[config.mk]
export PLATFORM = sky130hd
export DESIGN_NAME = stsp_handset_flat
export DESIGN_NICKNAME = d
export VERILOG_FILES = /design/src/hdl/stsp_pkg.sv /design/src/hdl/stsp_if.sv /design/src/hdl/stsp_handset.sv /design/src/flat_wrapper.sv
export SDC_FILE = /design/constraint.sdc
export NUM_CORES = 1
export LEC_CHECK = 0
export ABC_AREA = 1
export BUFFER_PORTS_ARGS = -buffer_cell sky130_fd_sc_hd__buf_2
export CORE_MARGIN = 2
export CORE_UTILIZATION = 62
export CTS_CLUSTER_SIZE = 24
export DETAILED_ROUTE_END_ITERATION = 7
export PLACE_DENSITY = 0.84
export SYNTH_ARGS = -nofsm -noshare
export SYNTH_HDL_FRONTEND = slang
export SYNTH_SLANG_ARGS = --single-unit
[constraint.sdc]
create_clock -name clk -period 3.1 [get_ports clk]
set_input_delay 0.31 -clock clk [delete_from_list [all_inputs] [get_ports clk]]
set_output_delay 0.31 -clock clk [all_outputs]
set_load 0.1 [all_outputs]
[src/hdl/stsp_pkg.sv]
// Constants and types shared by both ends of the speech test port
package stsp_pkg;
  localparam int SAMPLE_W = 13;
  localparam int CLK_HZ = 125_000_000;
  localparam int BIT_RATE_HZ = 104_000;
  localparam int SAMPLE_RATE_HZ = 8_000;
  localparam int HALF_BIT_CYC = CLK_HZ / (2 * BIT_RATE_HZ);
  localparam int SAMPLE_CYC = CLK_HZ / SAMPLE_RATE_HZ;
  localparam int SETTLE_S = 1;
  localparam int SETTLE_CYC = CLK_HZ * SETTLE_S + 1;
  localparam int RESET_MS = 4;
  localparam int RESET_CYC = (CLK_HZ / 1000) * RESET_MS;
  localparam int FIFO_DEPTH = 32;
  localparam int SYNC_LEN = 3;
  localparam logic [3:0] LAST_BIT = 4'h000C;
  localparam logic [SAMPLE_W-1:0] SAMPLE_RST = 13'h0000;
  typedef enum logic [1:0] {
    STSP_NORMAL,
    STSP_DOWNLINK,
    STSP_UPLINK,
    STSP_ACOUSTIC
  } stsp_mode_t;
  typedef enum logic [1:0] {PH_IDLE, PH_LOW, PH_HIGH} stsp_phase_t;
  typedef enum logic [1:0] {SIM_IDLE, SIM_SETTLE, SIM_RESET, SIM_RUN} stsp_sim_st_t;
endpackage

[src/hdl/stsp_if.sv]
// Pin bundle between handset and test simulator
`timescale 1ns/10ps
interface stsp_if;
  logic bit_clk;
  logic hs_data;
  logic sim_data;
  logic ctl1;
  logic ctl2;
  logic test_rst_n;
  modport handset_mp (output bit_clk, output hs_data, input sim_data, input ctl1, input ctl2, input test_rst_n);
  modport sim_mp (input bit_clk, input hs_data, output sim_data, output ctl1, output ctl2, output test_rst_n);
endinterface

[src/hdl/stsp_handset.sv]
// Handset end of the speech test port with its uplink sample FIFO
`timescale 1ns/10ps

module stsp_fifo #(
  parameter int W = 13,
  parameter int DEPTH = 32
) (
  input wire logic clk, // System clock
  input wire logic reset_n, // Synchronous reset
  input wire logic [W-1:0] in_data, // Write data
  input wire logic in_valid, // Write request
  output logic in_ready, // Room left
  output logic [W-1:0] out_data, // Registered read data
  output logic out_valid, // Read data present
  input wire logic out_ready // Consumer takes word
);
  localparam int AW = $clog2(DEPTH);
  typedef struct packed {
    logic [AW-1:0] wp;
    logic [AW-1:0] rp;
    logic [AW:0] cnt;
    logic ov;
    logic [W-1:0] od;
  } stsp_fifo_t;
  stsp_fifo_t s_r, s_nxt;
  logic [W-1:0] mem [DEPTH];
  logic wr, rd;

  assign in_ready = (s_r.cnt < (AW+1)'(DEPTH));
  assign wr = in_valid && in_ready;
  assign rd = (s_r.cnt != '0) && (!s_r.ov || out_ready);
  assign out_data = s_r.od;
  assign out_valid = s_r.ov;

  always_comb begin
    s_nxt = s_r;
    if (out_ready) begin
      s_nxt.ov = 1'b0;
    end
    if (wr) begin
      s_nxt.wp = s_r.wp + 1'b1;
    end
    if (rd) begin
      s_nxt.od = mem[s_r.rp];
      s_nxt.ov = 1'b1;
      s_nxt.rp = s_r.rp + 1'b1;
    end
    s_nxt.cnt = s_r.cnt + (AW+1)'(wr) - (AW+1)'(rd);
  end

  always_ff @(posedge clk) begin
    if (!reset_n) begin
      s_r <= '0;
    end else begin
      s_r <= s_nxt;
    end
    if (wr) begin
      mem[s_r.wp] <= in_data;
    end
  end
endmodule

// Summary of operation
// - 13-bit samples, 8000/s, 104 kbit/s lines
// - Handset alone makes bursts of bit clock
// - Simulator drives control and reset lines
// - Reset low holds transcoders and converters
// - Two's complement, MSB first, LSB last
// - Capture on rising, change on falling
// - Clock idles high, burst starts falling
// - Control lines decode to four modes
// - Lines or command select mode, declared
// - Simulator waits over 1 s before reset
// - After release, bursts as samples needed
// - Uplink first fall requests first bit
// - Downlink first fall presents first bit
// - Reset end restarts transcoders in tests
module stsp_handset
  import stsp_pkg::*;
#(
  parameter int SAMPLE_CYC_P = stsp_pkg::SAMPLE_CYC
) (
  input wire logic clk, // System clock
  input wire logic reset_n, // Synchronous reset, active low
  stsp_if.handset_mp port, // Test port pins
  input wire logic sel_by_command, // Mode taken from command, not lines
  input wire stsp_pkg::stsp_mode_t cmd_mode, // Mode set by air command
  input wire logic [stsp_pkg::SAMPLE_W-1:0] dn_sample, // Decoded sample to send
  input wire logic dn_valid, // Decoded sample present
  output logic dn_ready, // Decoded sample taken
  output logic [stsp_pkg::SAMPLE_W-1:0] ul_sample, // Received sample to encode
  output logic ul_valid, // Received sample present
  input wire logic ul_ready, // Encoder takes sample
  output stsp_pkg::stsp_mode_t test_mode, // Active mode
  output logic xcdr_hold, // Transcoders held in reset
  output logic xcdr_restart // Transcoder restart pulse
);
  import stsp_pkg::*;

  typedef struct packed {
    logic [SYNC_LEN-1:0] rs;
    logic [SYNC_LEN-1:0] c1s;
    logic [SYNC_LEN-1:0] c2s;
    logic [SYNC_LEN-1:0] ds;
    logic rst_f;
    logic c1_f;
    logic c2_f;
    logic d_f;
    stsp_phase_t ph;
    logic [9:0] tmr;
    logic [13:0] frm;
    logic [3:0] bitn;
    logic rx_en;
    logic tx_en;
    logic [SAMPLE_W-1:0] txw;
    logic [SAMPLE_W-1:0] rxw;
    logic clk_o;
    logic dat_o;
    logic dn_ready;
    logic push;
    logic hold;
    logic restart;
    stsp_mode_t mode;
  } stsp_hs_t;

  localparam logic [9:0] HALF_LAST = 10'(HALF_BIT_CYC - 1);
  localparam logic [13:0] FRM_LAST = 14'(SAMPLE_CYC_P - 1);

  stsp_hs_t s_r, s_nxt;
  logic fifo_ready;
  logic need_rx, have_tx, tick;
  stsp_mode_t sel;

  function automatic logic [SYNC_LEN:0] sync3(logic [SYNC_LEN-1:0] sh, logic f, logic pin);
    logic [SYNC_LEN-1:0] n;
    n = {sh[SYNC_LEN-2:0], pin};
    return {n, (sh[1] == sh[2]) ? sh[2] : f};
  endfunction

  assign sel = stsp_mode_t'({s_r.c1_f, s_r.c2_f});
  assign tick = (s_r.frm == FRM_LAST);
  assign need_rx = (s_r.mode == STSP_UPLINK || s_r.mode == STSP_ACOUSTIC) && fifo_ready;
  assign have_tx = (s_r.mode == STSP_DOWNLINK || s_r.mode == STSP_ACOUSTIC) && dn_valid;

  always_comb begin
    s_nxt = s_r;
    {s_nxt.rs, s_nxt.rst_f} = sync3(s_r.rs, s_r.rst_f, port.test_rst_n);
    {s_nxt.c1s, s_nxt.c1_f} = sync3(s_r.c1s, s_r.c1_f, port.ctl1);
    {s_nxt.c2s, s_nxt.c2_f} = sync3(s_r.c2s, s_r.c2_f, port.ctl2);
    {s_nxt.ds, s_nxt.d_f} = sync3(s_r.ds, s_r.d_f, port.sim_data);
    s_nxt.dn_ready = 1'b0;
    s_nxt.push = 1'b0;
    s_nxt.restart = 1'b0;
    // one selection method at a time
    s_nxt.mode = sel_by_command ? cmd_mode : sel;
    s_nxt.hold = !s_r.rst_f;
    s_nxt.tmr = s_r.tmr + 10'h0001;
    s_nxt.frm = tick ? 14'h0000 : s_r.frm + 14'h0001;
    if (!s_r.rst_f) begin
      // counters restart at release; first frame tick right away
      s_nxt.ph = PH_IDLE;
      s_nxt.bitn = 4'h0000;
      s_nxt.frm = FRM_LAST;
      s_nxt.clk_o = 1'b1;
      s_nxt.dat_o = 1'b1;
      // restart on release in a test mode
      if (s_nxt.rst_f && s_r.mode != STSP_NORMAL) begin
        s_nxt.restart = 1'b1;
      end
    end else begin
      case (s_r.ph)
        PH_IDLE: begin
          // clock only when a word is wanted or ready
          if (tick && (need_rx || have_tx)) begin
            s_nxt.rx_en = need_rx;
            s_nxt.tx_en = have_tx;
            s_nxt.txw = have_tx ? dn_sample : SAMPLE_RST;
            s_nxt.dn_ready = have_tx;
            // burst opens with a falling edge; first bit out here
            s_nxt.clk_o = 1'b0;
            s_nxt.dat_o = have_tx ? dn_sample[SAMPLE_W-1] : 1'b1;
            s_nxt.bitn = 4'h0000;
            s_nxt.tmr = 10'h0000;
            s_nxt.ph = PH_LOW;
          end
        end
        PH_LOW: begin
          if (s_r.tmr == HALF_LAST) begin
            s_nxt.clk_o = 1'b1;
            s_nxt.rxw = {s_r.rxw[SAMPLE_W-2:0], s_r.d_f};
            s_nxt.tmr = 10'h0000;
            s_nxt.ph = PH_HIGH;
          end
        end
        PH_HIGH: begin
          if (s_r.tmr == HALF_LAST) begin
            s_nxt.tmr = 10'h0000;
            if (s_r.bitn == LAST_BIT) begin
              s_nxt.push = s_r.rx_en;
              s_nxt.bitn = 4'h0000;
              s_nxt.dat_o = 1'b1;
              s_nxt.ph = PH_IDLE;
            end else begin
              // MSB first; data changes on falling edge
              s_nxt.clk_o = 1'b0;
              s_nxt.txw = {s_r.txw[SAMPLE_W-2:0], 1'b0};
              s_nxt.dat_o = s_r.tx_en ? s_r.txw[SAMPLE_W-2] : 1'b1;
              s_nxt.bitn = s_r.bitn + 4'h0001;
              s_nxt.ph = PH_LOW;
            end
          end
        end
        default: begin
          s_nxt.ph = PH_IDLE;
        end
      endcase
    end
  end

  always_ff @(posedge clk) begin
    if (!reset_n) begin
      s_r <= '0;
      s_r.rs <= '1;
      s_r.rst_f <= 1'b1;
      s_r.clk_o <= 1'b1;
      s_r.dat_o <= 1'b1;
      s_r.hold <= 1'b1;
    end else begin
      s_r <= s_nxt;
    end
  end

  // uplink words buffered toward the encoder
  stsp_fifo #(.W(SAMPLE_W), .DEPTH(FIFO_DEPTH)) u_fifo (
    .clk(clk),
    .reset_n(reset_n),
    .in_data(s_r.rxw),
    .in_valid(s_r.push),
    .in_ready(fifo_ready),
    .out_data(ul_sample),
    .out_valid(ul_valid),
    .out_ready(ul_ready)
  );

  assign port.bit_clk = s_r.clk_o;
  assign port.hs_data = s_r.dat_o;
  assign dn_ready = s_r.dn_ready;
  assign test_mode = s_r.mode;
  assign xcdr_hold = s_r.hold;
  assign xcdr_restart = s_r.restart;
endmodule

[src/flat_wrapper.sv]
// flat-port wrapper written by rule: the top's interface ports become plain ports
module stsp_handset_flat import stsp_pkg::*;
#(
  parameter int SAMPLE_CYC_P = stsp_pkg::SAMPLE_CYC
)
  (clk, reset_n, sel_by_command, cmd_mode, dn_sample, dn_valid, dn_ready, ul_sample, ul_valid, ul_ready, test_mode, xcdr_hold, xcdr_restart, port_bit_clk, port_hs_data, port_sim_data, port_ctl1, port_ctl2, port_test_rst_n);
  stsp_if port_i ();
  input wire logic clk;
  input wire logic reset_n;
  input wire logic sel_by_command;
  input wire stsp_pkg::stsp_mode_t cmd_mode;
  input wire logic [stsp_pkg::SAMPLE_W-1:0] dn_sample;
  input wire logic dn_valid;
  output logic dn_ready;
  output logic [stsp_pkg::SAMPLE_W-1:0] ul_sample;
  output logic ul_valid;
  input wire logic ul_ready;
  output stsp_pkg::stsp_mode_t test_mode;
  output logic xcdr_hold;
  output logic xcdr_restart;
  output wire logic [$bits(port_i.bit_clk)-1:0] port_bit_clk;
  output wire logic [$bits(port_i.hs_data)-1:0] port_hs_data;
  input wire logic [$bits(port_i.sim_data)-1:0] port_sim_data;
  input wire logic [$bits(port_i.ctl1)-1:0] port_ctl1;
  input wire logic [$bits(port_i.ctl2)-1:0] port_ctl2;
  input wire logic [$bits(port_i.test_rst_n)-1:0] port_test_rst_n;
  assign port_bit_clk = port_i.bit_clk;
  assign port_hs_data = port_i.hs_data;
  assign port_i.sim_data = port_sim_data;
  assign port_i.ctl1 = port_ctl1;
  assign port_i.ctl2 = port_ctl2;
  assign port_i.test_rst_n = port_test_rst_n;
  stsp_handset #(.SAMPLE_CYC_P(SAMPLE_CYC_P)) u_core (.clk(clk), .reset_n(reset_n), .port(port_i), .sel_by_command(sel_by_command), .cmd_mode(cmd_mode), .dn_sample(dn_sample), .dn_valid(dn_valid), .dn_ready(dn_ready), .ul_sample(ul_sample), .ul_valid(ul_valid), .ul_ready(ul_ready), .test_mode(test_mode), .xcdr_hold(xcdr_hold), .xcdr_restart(xcdr_restart));
endmodule
==> flow_summary.ini, run 1 <==
[drt]
wl_um = 54500
post-route-drc-count = 0
vias = 15800
drt_pass1_iterations = 6
viasPerCell = 6.00
avgRoutedWirePerCell_um = 20.7
antenna_left = 0
drt_iter0_drc = 2047

[power]
leakage_uw = 0.00981
switchingPower_uw = 6010
power_frac_comb = 0.236
ir_worst_vdd_uv = 618
p_int_uw = 12400
pwr-share-seq = 0.427
power_uw = 18400
power_frac_clock = 0.337
power.density_nw_per_um2 = 760
sw_frac_of_total = 0.326

[sta]
drv_slew = 0
worst_hold_slack_ns = 0.0264
post-route-period-util = 0.845
rsz0062_at_grt = false
finalSetupViolCount = 0
final_hold_viol_count = 0
finClkSkew_ns = 0.0162
relSlewSlack = 0.314
min_period_ns = 2.62
fin_setup_tns_ns = 0
max_freq_ghz = 0.382
worst_pin_slew_ns = 1.03

[critical_path]
r2r_start = u_core.u_fifo.s_r[16]$_SDFF_PN0_
crit_fanout = 11
cp.arrival_ns = 3.11
required_ns = 3.59
cp_slowest_stage_delay_ns = 0.44
rrSetupSlack_ns = 0.48
worstReg2RegEnd = u_core.u_fifo.s_r[18]$_SDFF_PN0_
reg2regPathDepth = 15
endpoint_kind = register
slowest_stage = fa_1
crit_chain = inv_1 -> ha_1 -> nand3_1 -> nand2_1 -> nor2_1 -> inv_1 -> nand2_1 -> ha_1 -> inv_1 -> fa_1 -> nor2_1 -> o21ai_0 -> nand2_1 -> o21ai_0 -> a21oi_1
worstSetupPathType = register to register
critPathLaunchType = register

[run_status]
status = completed

[floorplanning]
ios = 45
start_util = 0.631
die_h_um = 192
row_count = 68
fp.dieW_um = 192
die_area_sq_um = 36900
core_area_sq_um = 34700

[flow_run]
maxCapViolCount = 0

[layout]
fillerInstances = 2245
antennaDiodeCount = 0
final_cell_mix = 661 x nand2_1, 416 x edfxtp_1, 385 x nand3_1, 123 x nor2_1, 113 x dfxtp_1
final_common_cell = nand2_1
instances_no_fill = 2637
nNetsFinal = 2182
area_delta_synth_final_pct = 10.7
drive_above_1_share = 0.0926

[global_route]
grt_pass1_vias = 15200
grt_overflow = 0
grtUsageTotal = 0.296
grt_max_degree = 209
grt_pass1_wl_um = 82600
antenna_found_initial = 0

[clocking]
ctsResizeCount = 0
cts_tree = done
clock_path_buffers = 3
path_clk_slew_ns = 0.06
post-cts-setup-buffers = 0
cts_buffers = 50
clk_latency_ns = 0.57
cts-root-buf = clkbuf_16
htreeDepth = 2
clock-sinks = 532

[place]
place_inst = 2537
io_buffers = 44
dpl.hpwl_um = 31000
gp_congestion = 0.940

[logic_synthesis]
yosys_warnings = 0
syn_area_sq_um = 21900
yosysSeqAreaShare = 0.676
synthDistinctLibCells = 35
synthCells = 2101
syn_nets = 2143
synth_area_per_cell_sq_um = 10.4
synth-seq-cells = 532

[worst_hold_path]
min-delay-start = sel_by_command
hold_class = primary input to register
hold_depth = 3
holdPathEnd = u_core.test_mode[1]$_SDFF_PN0_
-- cell usage after synthesis --
library cell  instances  area, sq um
nor4_1                2         12.5
o21ai_0              57          285
nor3_2                2         20.0
o31ai_1               1         7.51
buf_2                45          225
buf_4                22          165
inv_2                 5         18.8
xor2_1                7         61.3
ha_1                 17          213
xnor2_1               1         8.76
nor2_1              123          462
clkinv_1              2         7.51
a2111oi_0             1         8.76
dfxtp_1             116         2320
o21ai_2               1         8.76
buf_6                15          169
nor2_2                1         6.26
nand4_1               7         43.8
nand4_2               1         12.5
o21ai_1               6         30.0
nand2_1             661         2480
nand3_2               2         20.0
edfxtp_1            416        12500
buf_1                 6         22.5
a21oi_1              53          265
or2_2                 4         25.0
nor3_1               13         65.1
nand2_2               2         12.5
inv_1                88          330
nand3_1             385         1930
fa_1                  1         20.0
o211ai_1              2         15.0
nor2_4                1         11.3
clkbuf_1             34          128
nor3_4                1         16.3
-- sequential cells by signal, indices dropped and copies added, names as in the netlist, 2 cells and up, named ones only --
register                count
u_core.u_fifo.s_r          16
u_core.u_fifo.mem         416
u_core.s_nxt                8
u_core.u_fifo.out_data     13
u_core.test_mode            2
u_core.s_r                 66
-- worst max path at each step --
| stage | end | cells after the start | from |
|---|---|---|---|
| floorplan | u_core.u_fifo.s_r[18]$_SDFF_PN0_ | 13 | u_core.u_fifo.out_valid$_SDFFE_PN0P_ |
| finish | u_core.u_fifo.s_r[18]$_SDFF_PN0_ | 15 | u_core.u_fifo.s_r[16]$_SDFF_PN0_ |
| detailed placement | u_core.u_fifo.s_r[18]$_SDFF_PN0_ | 15 | u_core.u_fifo.s_r[18]$_SDFF_PN0_ |
| global route | u_core.u_fifo.s_r[18]$_SDFF_PN0_ | 15 | u_core.u_fifo.s_r[16]$_SDFF_PN0_ |
| CTS | u_core.u_fifo.s_r[18]$_SDFF_PN0_ | 15 | u_core.u_fifo.s_r[16]$_SDFF_PN0_ |
| global placement | u_core.u_fifo.s_r[18]$_SDFF_PN0_ | 15 | u_core.u_fifo.s_r[16]$_SDFF_PN0_ |
-- per-stage QoR --
step                      setup slack, ns  area, sq um  utilization
after floorplan                     0.445        21900            -
after global placement              0.767        22500        0.649
after detailed placement            0.640        22500        0.649
after CTS                           0.548        24300        0.699
after global routing                0.192        24300        0.699
final                               0.481        24300        0.699
-- area by class of cell --
class | instances | area (sq um) | area share
clock inverter | 17 | 174 | 0.00717
sequential | 532 | 14800 | 0.611
multi-input combinational | 1352 | 6040 | 0.249
timing repair buffer | 109 | 773 | 0.0319
inverter | 95 | 363 | 0.0150
tap | 455 | 569 | 0.0235
clock buffer | 77 | 1520 | 0.0625
-- cell families (layout without fill, tap and decap cells) --
group | count (synthesis) | after routing | synth area share
AND/OR/NAND/NOR | 1205 | 1205 | 0.233
flip-flops | 532 | 532 | 0.676
buffers and inverters | 217 | 298 | 0.0486
AO/OA/AOI/OAI | 121 | 121 | 0.0283
adder cells (fa/ha/maj) | 18 | 18 | 0.0106
XOR/XNOR | 8 | 8 | 0.00320
-- repair_timing --
action	in CTS	in global routing
hold buffers	6	0
setup endpoints to repair	0	0
endpoints found under the hold margin	6	0
-- power groups by stage --
stage / sequential, uW / combinational, uW / clock (uW)
global placement: 8020 / 4080 / 0
floorplan: 7980 / 3270 / 0
finish: 7880 / 4350 / 6210
global route: 7890 / 4660 / 6500
CTS: 7880 / 4260 / 6250
detailed placement: 8020 / 4190 / 0
-- worst max-delay path, delay by kind of cell, from the launching register on --
kind	cells	cell delay (ns)
fa+ha+maj	3	0.82
simple gates	6	0.81
compound gates	3	0.36
flops	1	0.34
buf+inv	3	0.21
-- routing by layer --
metal,vias to the layer above,part of all wire,GRT usage
met5,-,0,0
met4,0,0.044,0.136
met3,178,0.096,0.0555
met2,966,0.50,0.500
met1,7466,0.36,0.374
li1,7220,-,-
Power figures use the tool's default switching activity.
==> run 2, diff against run 1 <==
- CORE_UTILIZATION: 62 -> 56
- PLACE_DENSITY: 0.84 -> 0.8
- clock period: 3.1 -> 2.3 ns (I/O delays scaled with it)
==> run 2 against run 1 <==
Compared with the run above: combinational power is 40% higher; count of clock-buffer cells in the layout fell by 5; sequential share of layout area down 0.99 points; core utilization shrank 6.1 points; via count is 0.74% lower; register-to-register slack worse by 0.33 ns; largest cell class unchanged; critical endpoint unchanged; die area rose by 10%; cell count is 3.5% higher.
==> flow_summary.ini, run 2 (synthesis gave the netlist of run 1 again) <==
[global_route]
grtUsageTotal = 0.260
grt_pass1_vias = 15400
grt_pass1_wl_um = 82300
antenna_found_initial = 0
grt_overflow = 0
grt_max_degree = 105

[drt]
avgRoutedWirePerCell_um = 19.3
viasPerCell = 5.76
vias = 15700
antenna_left = 0
post-route-drc-count = 0
drt_iter0_drc = 1881
drt_pass1_iterations = 7
wl_um = 52600

[critical_path]
required_ns = 2.82
reg2regPathDepth = 15
crit_fanout = 3
endpoint_kind = register
worstSetupPathType = register to register
crit_chain = inv_1 -> ha_1 -> nand3_1 -> nand2_2 -> nor2_4 -> inv_1 -> nand2_1 -> ha_2 -> inv_1 -> fa_2 -> nor2_1 -> o21ai_0 -> nand2_1 -> o21ai_0 -> a21oi_1
critPathLaunchType = register
cp_slowest_stage_delay_ns = 0.37
slowest_stage = fa_2
cp.arrival_ns = 2.67
crit_top_cell = inv_1

[floorplanning]
row_count = 72
core_area_sq_um = 38600
fp.dieW_um = 202
start_util = 0.567
ios = 45
die_area_sq_um = 40700
die_h_um = 202

[sta]
post-route-period-util = 0.936
relSlewSlack = 0.470
finClkSkew_ns = 0.0370
drv_slew = 0
worst_pin_slew_ns = 0.793
worst_hold_slack_ns = 0.0174
max_freq_ghz = 0.464
final_hold_viol_count = 0
min_period_ns = 2.15
finalSetupViolCount = 0

[layout]
drive_above_1_share = 0.105
top_register = u_core.u_fifo.mem
nNetsFinal = 2211
largest_register_ffs = 416
final_cell_mix = 660 x nand2_1, 416 x edfxtp_1, 385 x nand3_1, 122 x nor2_1, 110 x dfxtp_1
area_delta_synth_final_pct = 12.6
antennaDiodeCount = 0
reg_top3 = u_core.u_fifo.mem: 416 flops, u_core.s_r: 66 flops, u_core.u_fifo.s_r: 16 flops
final_common_cell = nand2_1
instances_no_fill = 2728

[clocking]
cts_tree = done
clk_latency_ns = 0.60
clock-sinks = 532
clock_path_buffers = 3
cts-root-buf = clkbuf_16
path_clk_slew_ns = 0.06
htreeDepth = 2
cts_buffers = 51

[power]
leakage_uw = 0.00999
switchingPower_uw = 8020
p_int_uw = 16900
ir_worst_vdd_uv = 636
power.density_nw_per_um2 = 1010
power_frac_comb = 0.244
power_frac_clock = 0.330
sw_frac_of_total = 0.321
pwr-share-seq = 0.426

[place]
dpl.hpwl_um = 31200
io_buffers = 44
place_inst = 2618
gp_congestion = 0.910

[worst_hold_path]
hold_depth = 2
hold_class = primary input to register

[run_status]
status = completed

[flow_run]
maxCapViolCount = 0
==> run 2: changes by cell type in the layout (fill, tap and decap cells not counted), sizes merged <==
cell / change
clkinv: +6
dlygate4sd3: +7
inv: -1
buf: +21
clkbuf: -5
==> run 2: power by group through the flow <==
stage,logic [uW],clock network [uW],registers (uW)
after floorplan,4400,0,10800
after global placement,5720,0,10800
after detailed placement,5870,0,10800
after CTS,5960,8290,10600
after global routing,6570,8660,10600
final,6100,8230,10600
==> run 2: timing repair <==
item / CTS / global route
setup buffers: 0 / 3
endpoints found under the setup margin: 0 / 1
hold buffers: 13 / 0
hold endpoints to repair: 9 / 0
resized for setup: 0 / 8
==> run 2: final timing paths <==
kind | from | slack [ns] | endpoint
worst min register to register | u_core.s_nxt[77]$_SDFF_PN0_ | 0.42 | u_core.s_nxt[78]$_SDFF_PN0_
worst max-delay path | u_core.u_fifo.s_r[16]$_SDFF_PN0_ | 0.15 | u_core.u_fifo.s_r[18]$_SDFF_PN0_
worst max register to register | u_core.u_fifo.s_r[16]$_SDFF_PN0_ | 0.15 | u_core.u_fifo.s_r[18]$_SDFF_PN0_
worst min-delay path | reset_n | 0.02 | u_core.xcdr_hold$_SDFF_PN1_
==> run 2: layer usage <==
metal | routed length (um) | up-vias | track usage | part of all wire
li1 | - | 7286 | - | -
met1 | 19800 | 7461 | 0.331 | 0.38
met2 | 25500 | 828 | 0.433 | 0.49
met3 | 5320 | 138 | 0.0548 | 0.10
met4 | 1980 | 0 | 0.113 | 0.038
met5 | 0 | - | 0 | 0
==> run 2: worst max-delay path, delay by kind of cell (launching register included) <==
family	cells	cell delay [ns]
simple gates	6	0.55
fa+ha+maj	3	0.73
compound gates	3	0.30
flops	1	0.33
buf+inv	3	0.19
==> run 2: cell type report <==
type | count | area [sq um]
Tap cell | 518 | 648
Clock buffer | 72 | 1470
Clock inverter | 22 | 199
Sequential cell | 532 | 14800
Fill cell | 2778 | 14000
Multi-Input combinational cell | 1352 | 6060
Inverter | 95 | 363
Timing Repair Buffer | 137 | 1100
==> run 2: metrics by stage <==
step	setup WS, ns	util	TNS, ns	total power, uW	area [sq um]
after floorplan	0.114	-	0	15200	21900
after global placement	0.126	0.591	0	16500	22800
after detailed placement	0.0518	0.591	0	16700	22800
after CTS	0.0373	0.637	0	24900	24600
after global routing	-0.00417	0.638	-0.00417	25900	24700
final	0.146	0.638	0	25000	24700
==> run 3, diff against run 2 <==
- CELL_PAD_IN_SITES_DETAIL_PLACEMENT: not set -> 0
- CELL_PAD_IN_SITES_GLOBAL_PLACEMENT: not set -> 1
- CORE_UTILIZATION: 56 -> 45
- CTS_CLUSTER_SIZE: 24 -> 28
==> run 3 against run 2 <==
Compared with the run above: total power rose by 1.4%; first-iteration DRC count fell by 33%; cell count rose by 4.2%; cell area rose by 1.2%; critical endpoint unchanged; critical path type unchanged; sequential power barely moved; critical path depth did not move; sequential cell count did not move.
==> flow_summary.ini, run 3 (synthesis gave the netlist of run 1 again) <==
[clocking]
path_clk_slew_ns = 0.06
htreeDepth = 2
clock_path_buffers = 3
clk_latency_ns = 0.61
cts_buffers = 54
cts_tree = done
cts-root-buf = clkbuf_16
clock-sinks = 532

[worst_hold_path]
min-delay-start = dn_sample[6]
hold_class = primary input to register
holdPathEnd = u_core.s_r[27]$_SDFFE_PN0P_
hold_depth = 5

[floorplanning]
die_area_sq_um = 50500
start_util = 0.457
row_count = 80
die_h_um = 225
core_area_sq_um = 47900
fp.dieW_um = 225
ios = 45

[global_route]
grt_pass1_vias = 14700
grtUsageTotal = 0.217
grt_max_degree = 105
antenna_found_initial = 1
grt_overflow = 0
grt_pass1_wl_um = 83800

[power]
power_frac_clock = 0.345
leakage_uw = 0.0101
switchingPower_uw = 8120
power.density_nw_per_um2 = 1010
ir_worst_vdd_uv = 765
power_uw = 25300
pwr-share-seq = 0.419
power_frac_comb = 0.236
p_int_uw = 17200
sw_frac_of_total = 0.321

[sta]
relSlewSlack = 0.127
min_period_ns = 2.15
post-route-period-util = 0.935
worst_pin_slew_ns = 1.31
finClkSkew_ns = 0.0349
fin_setup_tns_ns = 0
finalSetupViolCount = 0
drv_slew = 0
worst_hold_slack_ns = 0.0227
fin_ws_ns = 0.149
max_freq_ghz = 0.465
final_hold_viol_count = 0

[critical_path]
worstSetupPathType = register to register
crit_fanout = 3
r2r_start = u_core.u_fifo.s_r[16]$_SDFF_PN0_
cp.arrival_ns = 2.68
endpoint_kind = register
reg2regPathDepth = 15
rrSetupSlack_ns = 0.15
critPathLaunchType = register
worstReg2RegEnd = u_core.u_fifo.s_r[18]$_SDFF_PN0_
required_ns = 2.83

[place]
io_buffers = 44
pre_cts_ws_ns = 0.0662
dpl.hpwl_um = 32200
place_inst = 2719
gp_congestion = 0.822

[layout]
reg_top3 = u_core.u_fifo.mem: 416 flops, u_core.s_r: 66 flops, u_core.u_fifo.s_r: 16 flops
fillerInstances = 4196
instances_no_fill = 2842
antennaDiodeCount = 0
drive_above_1_share = 0.106
final_cell_mix = 660 x nand2_1, 416 x edfxtp_1, 385 x nand3_1, 122 x nor2_1, 111 x dfxtp_1
area_delta_synth_final_pct = 13.9
largest_register_ffs = 416
nNetsFinal = 2226
top_register = u_core.u_fifo.mem
final_common_cell = nand2_1

[run_status]
status = completed

[drt]
viasPerCell = 5.39
drt_iter0_drc = 1253
wl_um = 54500
avgRoutedWirePerCell_um = 19.2
antenna_left = 0
post-route-drc-count = 0
drt_pass1_iterations = 5
vias = 15300

[flow_run]
maxCapViolCount = 0
-- run 3: layer usage --
layer | wire [um] | vias to the layer above | global-route usage
met5 | 0 | - | 0
met4 | 1530 | 0 | 0.0684
met3 | 3720 | 85 | 0.0358
met2 | 26500 | 480 | 0.365
met1 | 22700 | 7450 | 0.289
li1 | - | 7310 | -
-- run 3: area by class of cell --
cell class	instances	area, sq um	area share
Timing Repair Buffer	149	1180	0.0474
Sequential cell	532	14800	0.594
Clock inverter	28	277	0.0111
Multi-Input combinational cell	1352	6050	0.243
Clock buffer	71	1490	0.0596
Tap cell	615	769	0.0308
Inverter	95	363	0.0145
-- run 3: repair_timing --
item / 4_1_cts / 5_1_grt
hold buffers: 23 / 0
gates resized for setup: 0 / 7
endpoints found under the setup margin: 0 / 1
hold endpoints to repair: 22 / 0
setup buffers: 0 / 1
-- run 3: metrics by stage --
| step | area (sq um) | util |
|---|---|---|
| 4_1_cts | 24900 | 0.520 |
| 5_1_grt | 25000 | 0.521 |
| 3_3_place_gp | 22900 | 0.479 |
| 6_report | 25000 | 0.521 |
| 3_5_place_dp | 22900 | 0.479 |
| 2_1_floorplan | 21900 | - |
-- run 3: power groups by stage --
stage | combinational [uW] | sequential, uW | clock, uW
3_5_place_dp | 5890 | 10800 | 0
2_1_floorplan | 4400 | 10800 | 0
3_3_place_gp | 5830 | 10800 | 0
6_report | 5960 | 10600 | 8730
4_1_cts | 5940 | 10600 | 8870
5_1_grt | 6480 | 10600 | 9220
-- run 3: worst max-delay path by stage --
| stage | slack (ns) | to | startpoint |
|---|---|---|---|
| finish | 0.15 | u_core.u_fifo.s_r[18]$_SDFF_PN0_ | u_core.u_fifo.s_r[16]$_SDFF_PN0_ |
| global route | -0.00003 | u_core.u_fifo.s_r[18]$_SDFF_PN0_ | u_core.u_fifo.s_r[16]$_SDFF_PN0_ |
| CTS | 0.05 | u_core.u_fifo.s_r[18]$_SDFF_PN0_ | u_core.u_fifo.s_r[16]$_SDFF_PN0_ |
| detailed placement | 0.07 | u_core.u_fifo.s_r[18]$_SDFF_PN0_ | u_core.u_fifo.s_r[16]$_SDFF_PN0_ |
| global placement | 0.13 | u_core.u_fifo.s_r[18]$_SDFF_PN0_ | u_core.u_fifo.s_r[16]$_SDFF_PN0_ |
| floorplan | 0.11 | u_core.u_fifo.s_r[18]$_SDFF_PN0_ | u_core.u_fifo.s_r[16]$_SDFF_PN0_ |
-- run 3: critical path, stage by stage (launching register included) --
cell and delay (ns):
dfxtp_1 0.33, inv_1 0.06, ha_1 0.19, nand3_1 0.09, nand2_2 0.07, nor2_2 0.13, inv_1 0.07, nand2_1 0.06
ha_2 0.17, inv_1 0.06, fa_2 0.37, nor2_1 0.11, o21ai_0 0.08, nand2_1 0.08, o21ai_0 0.07, a21oi_1 0.14
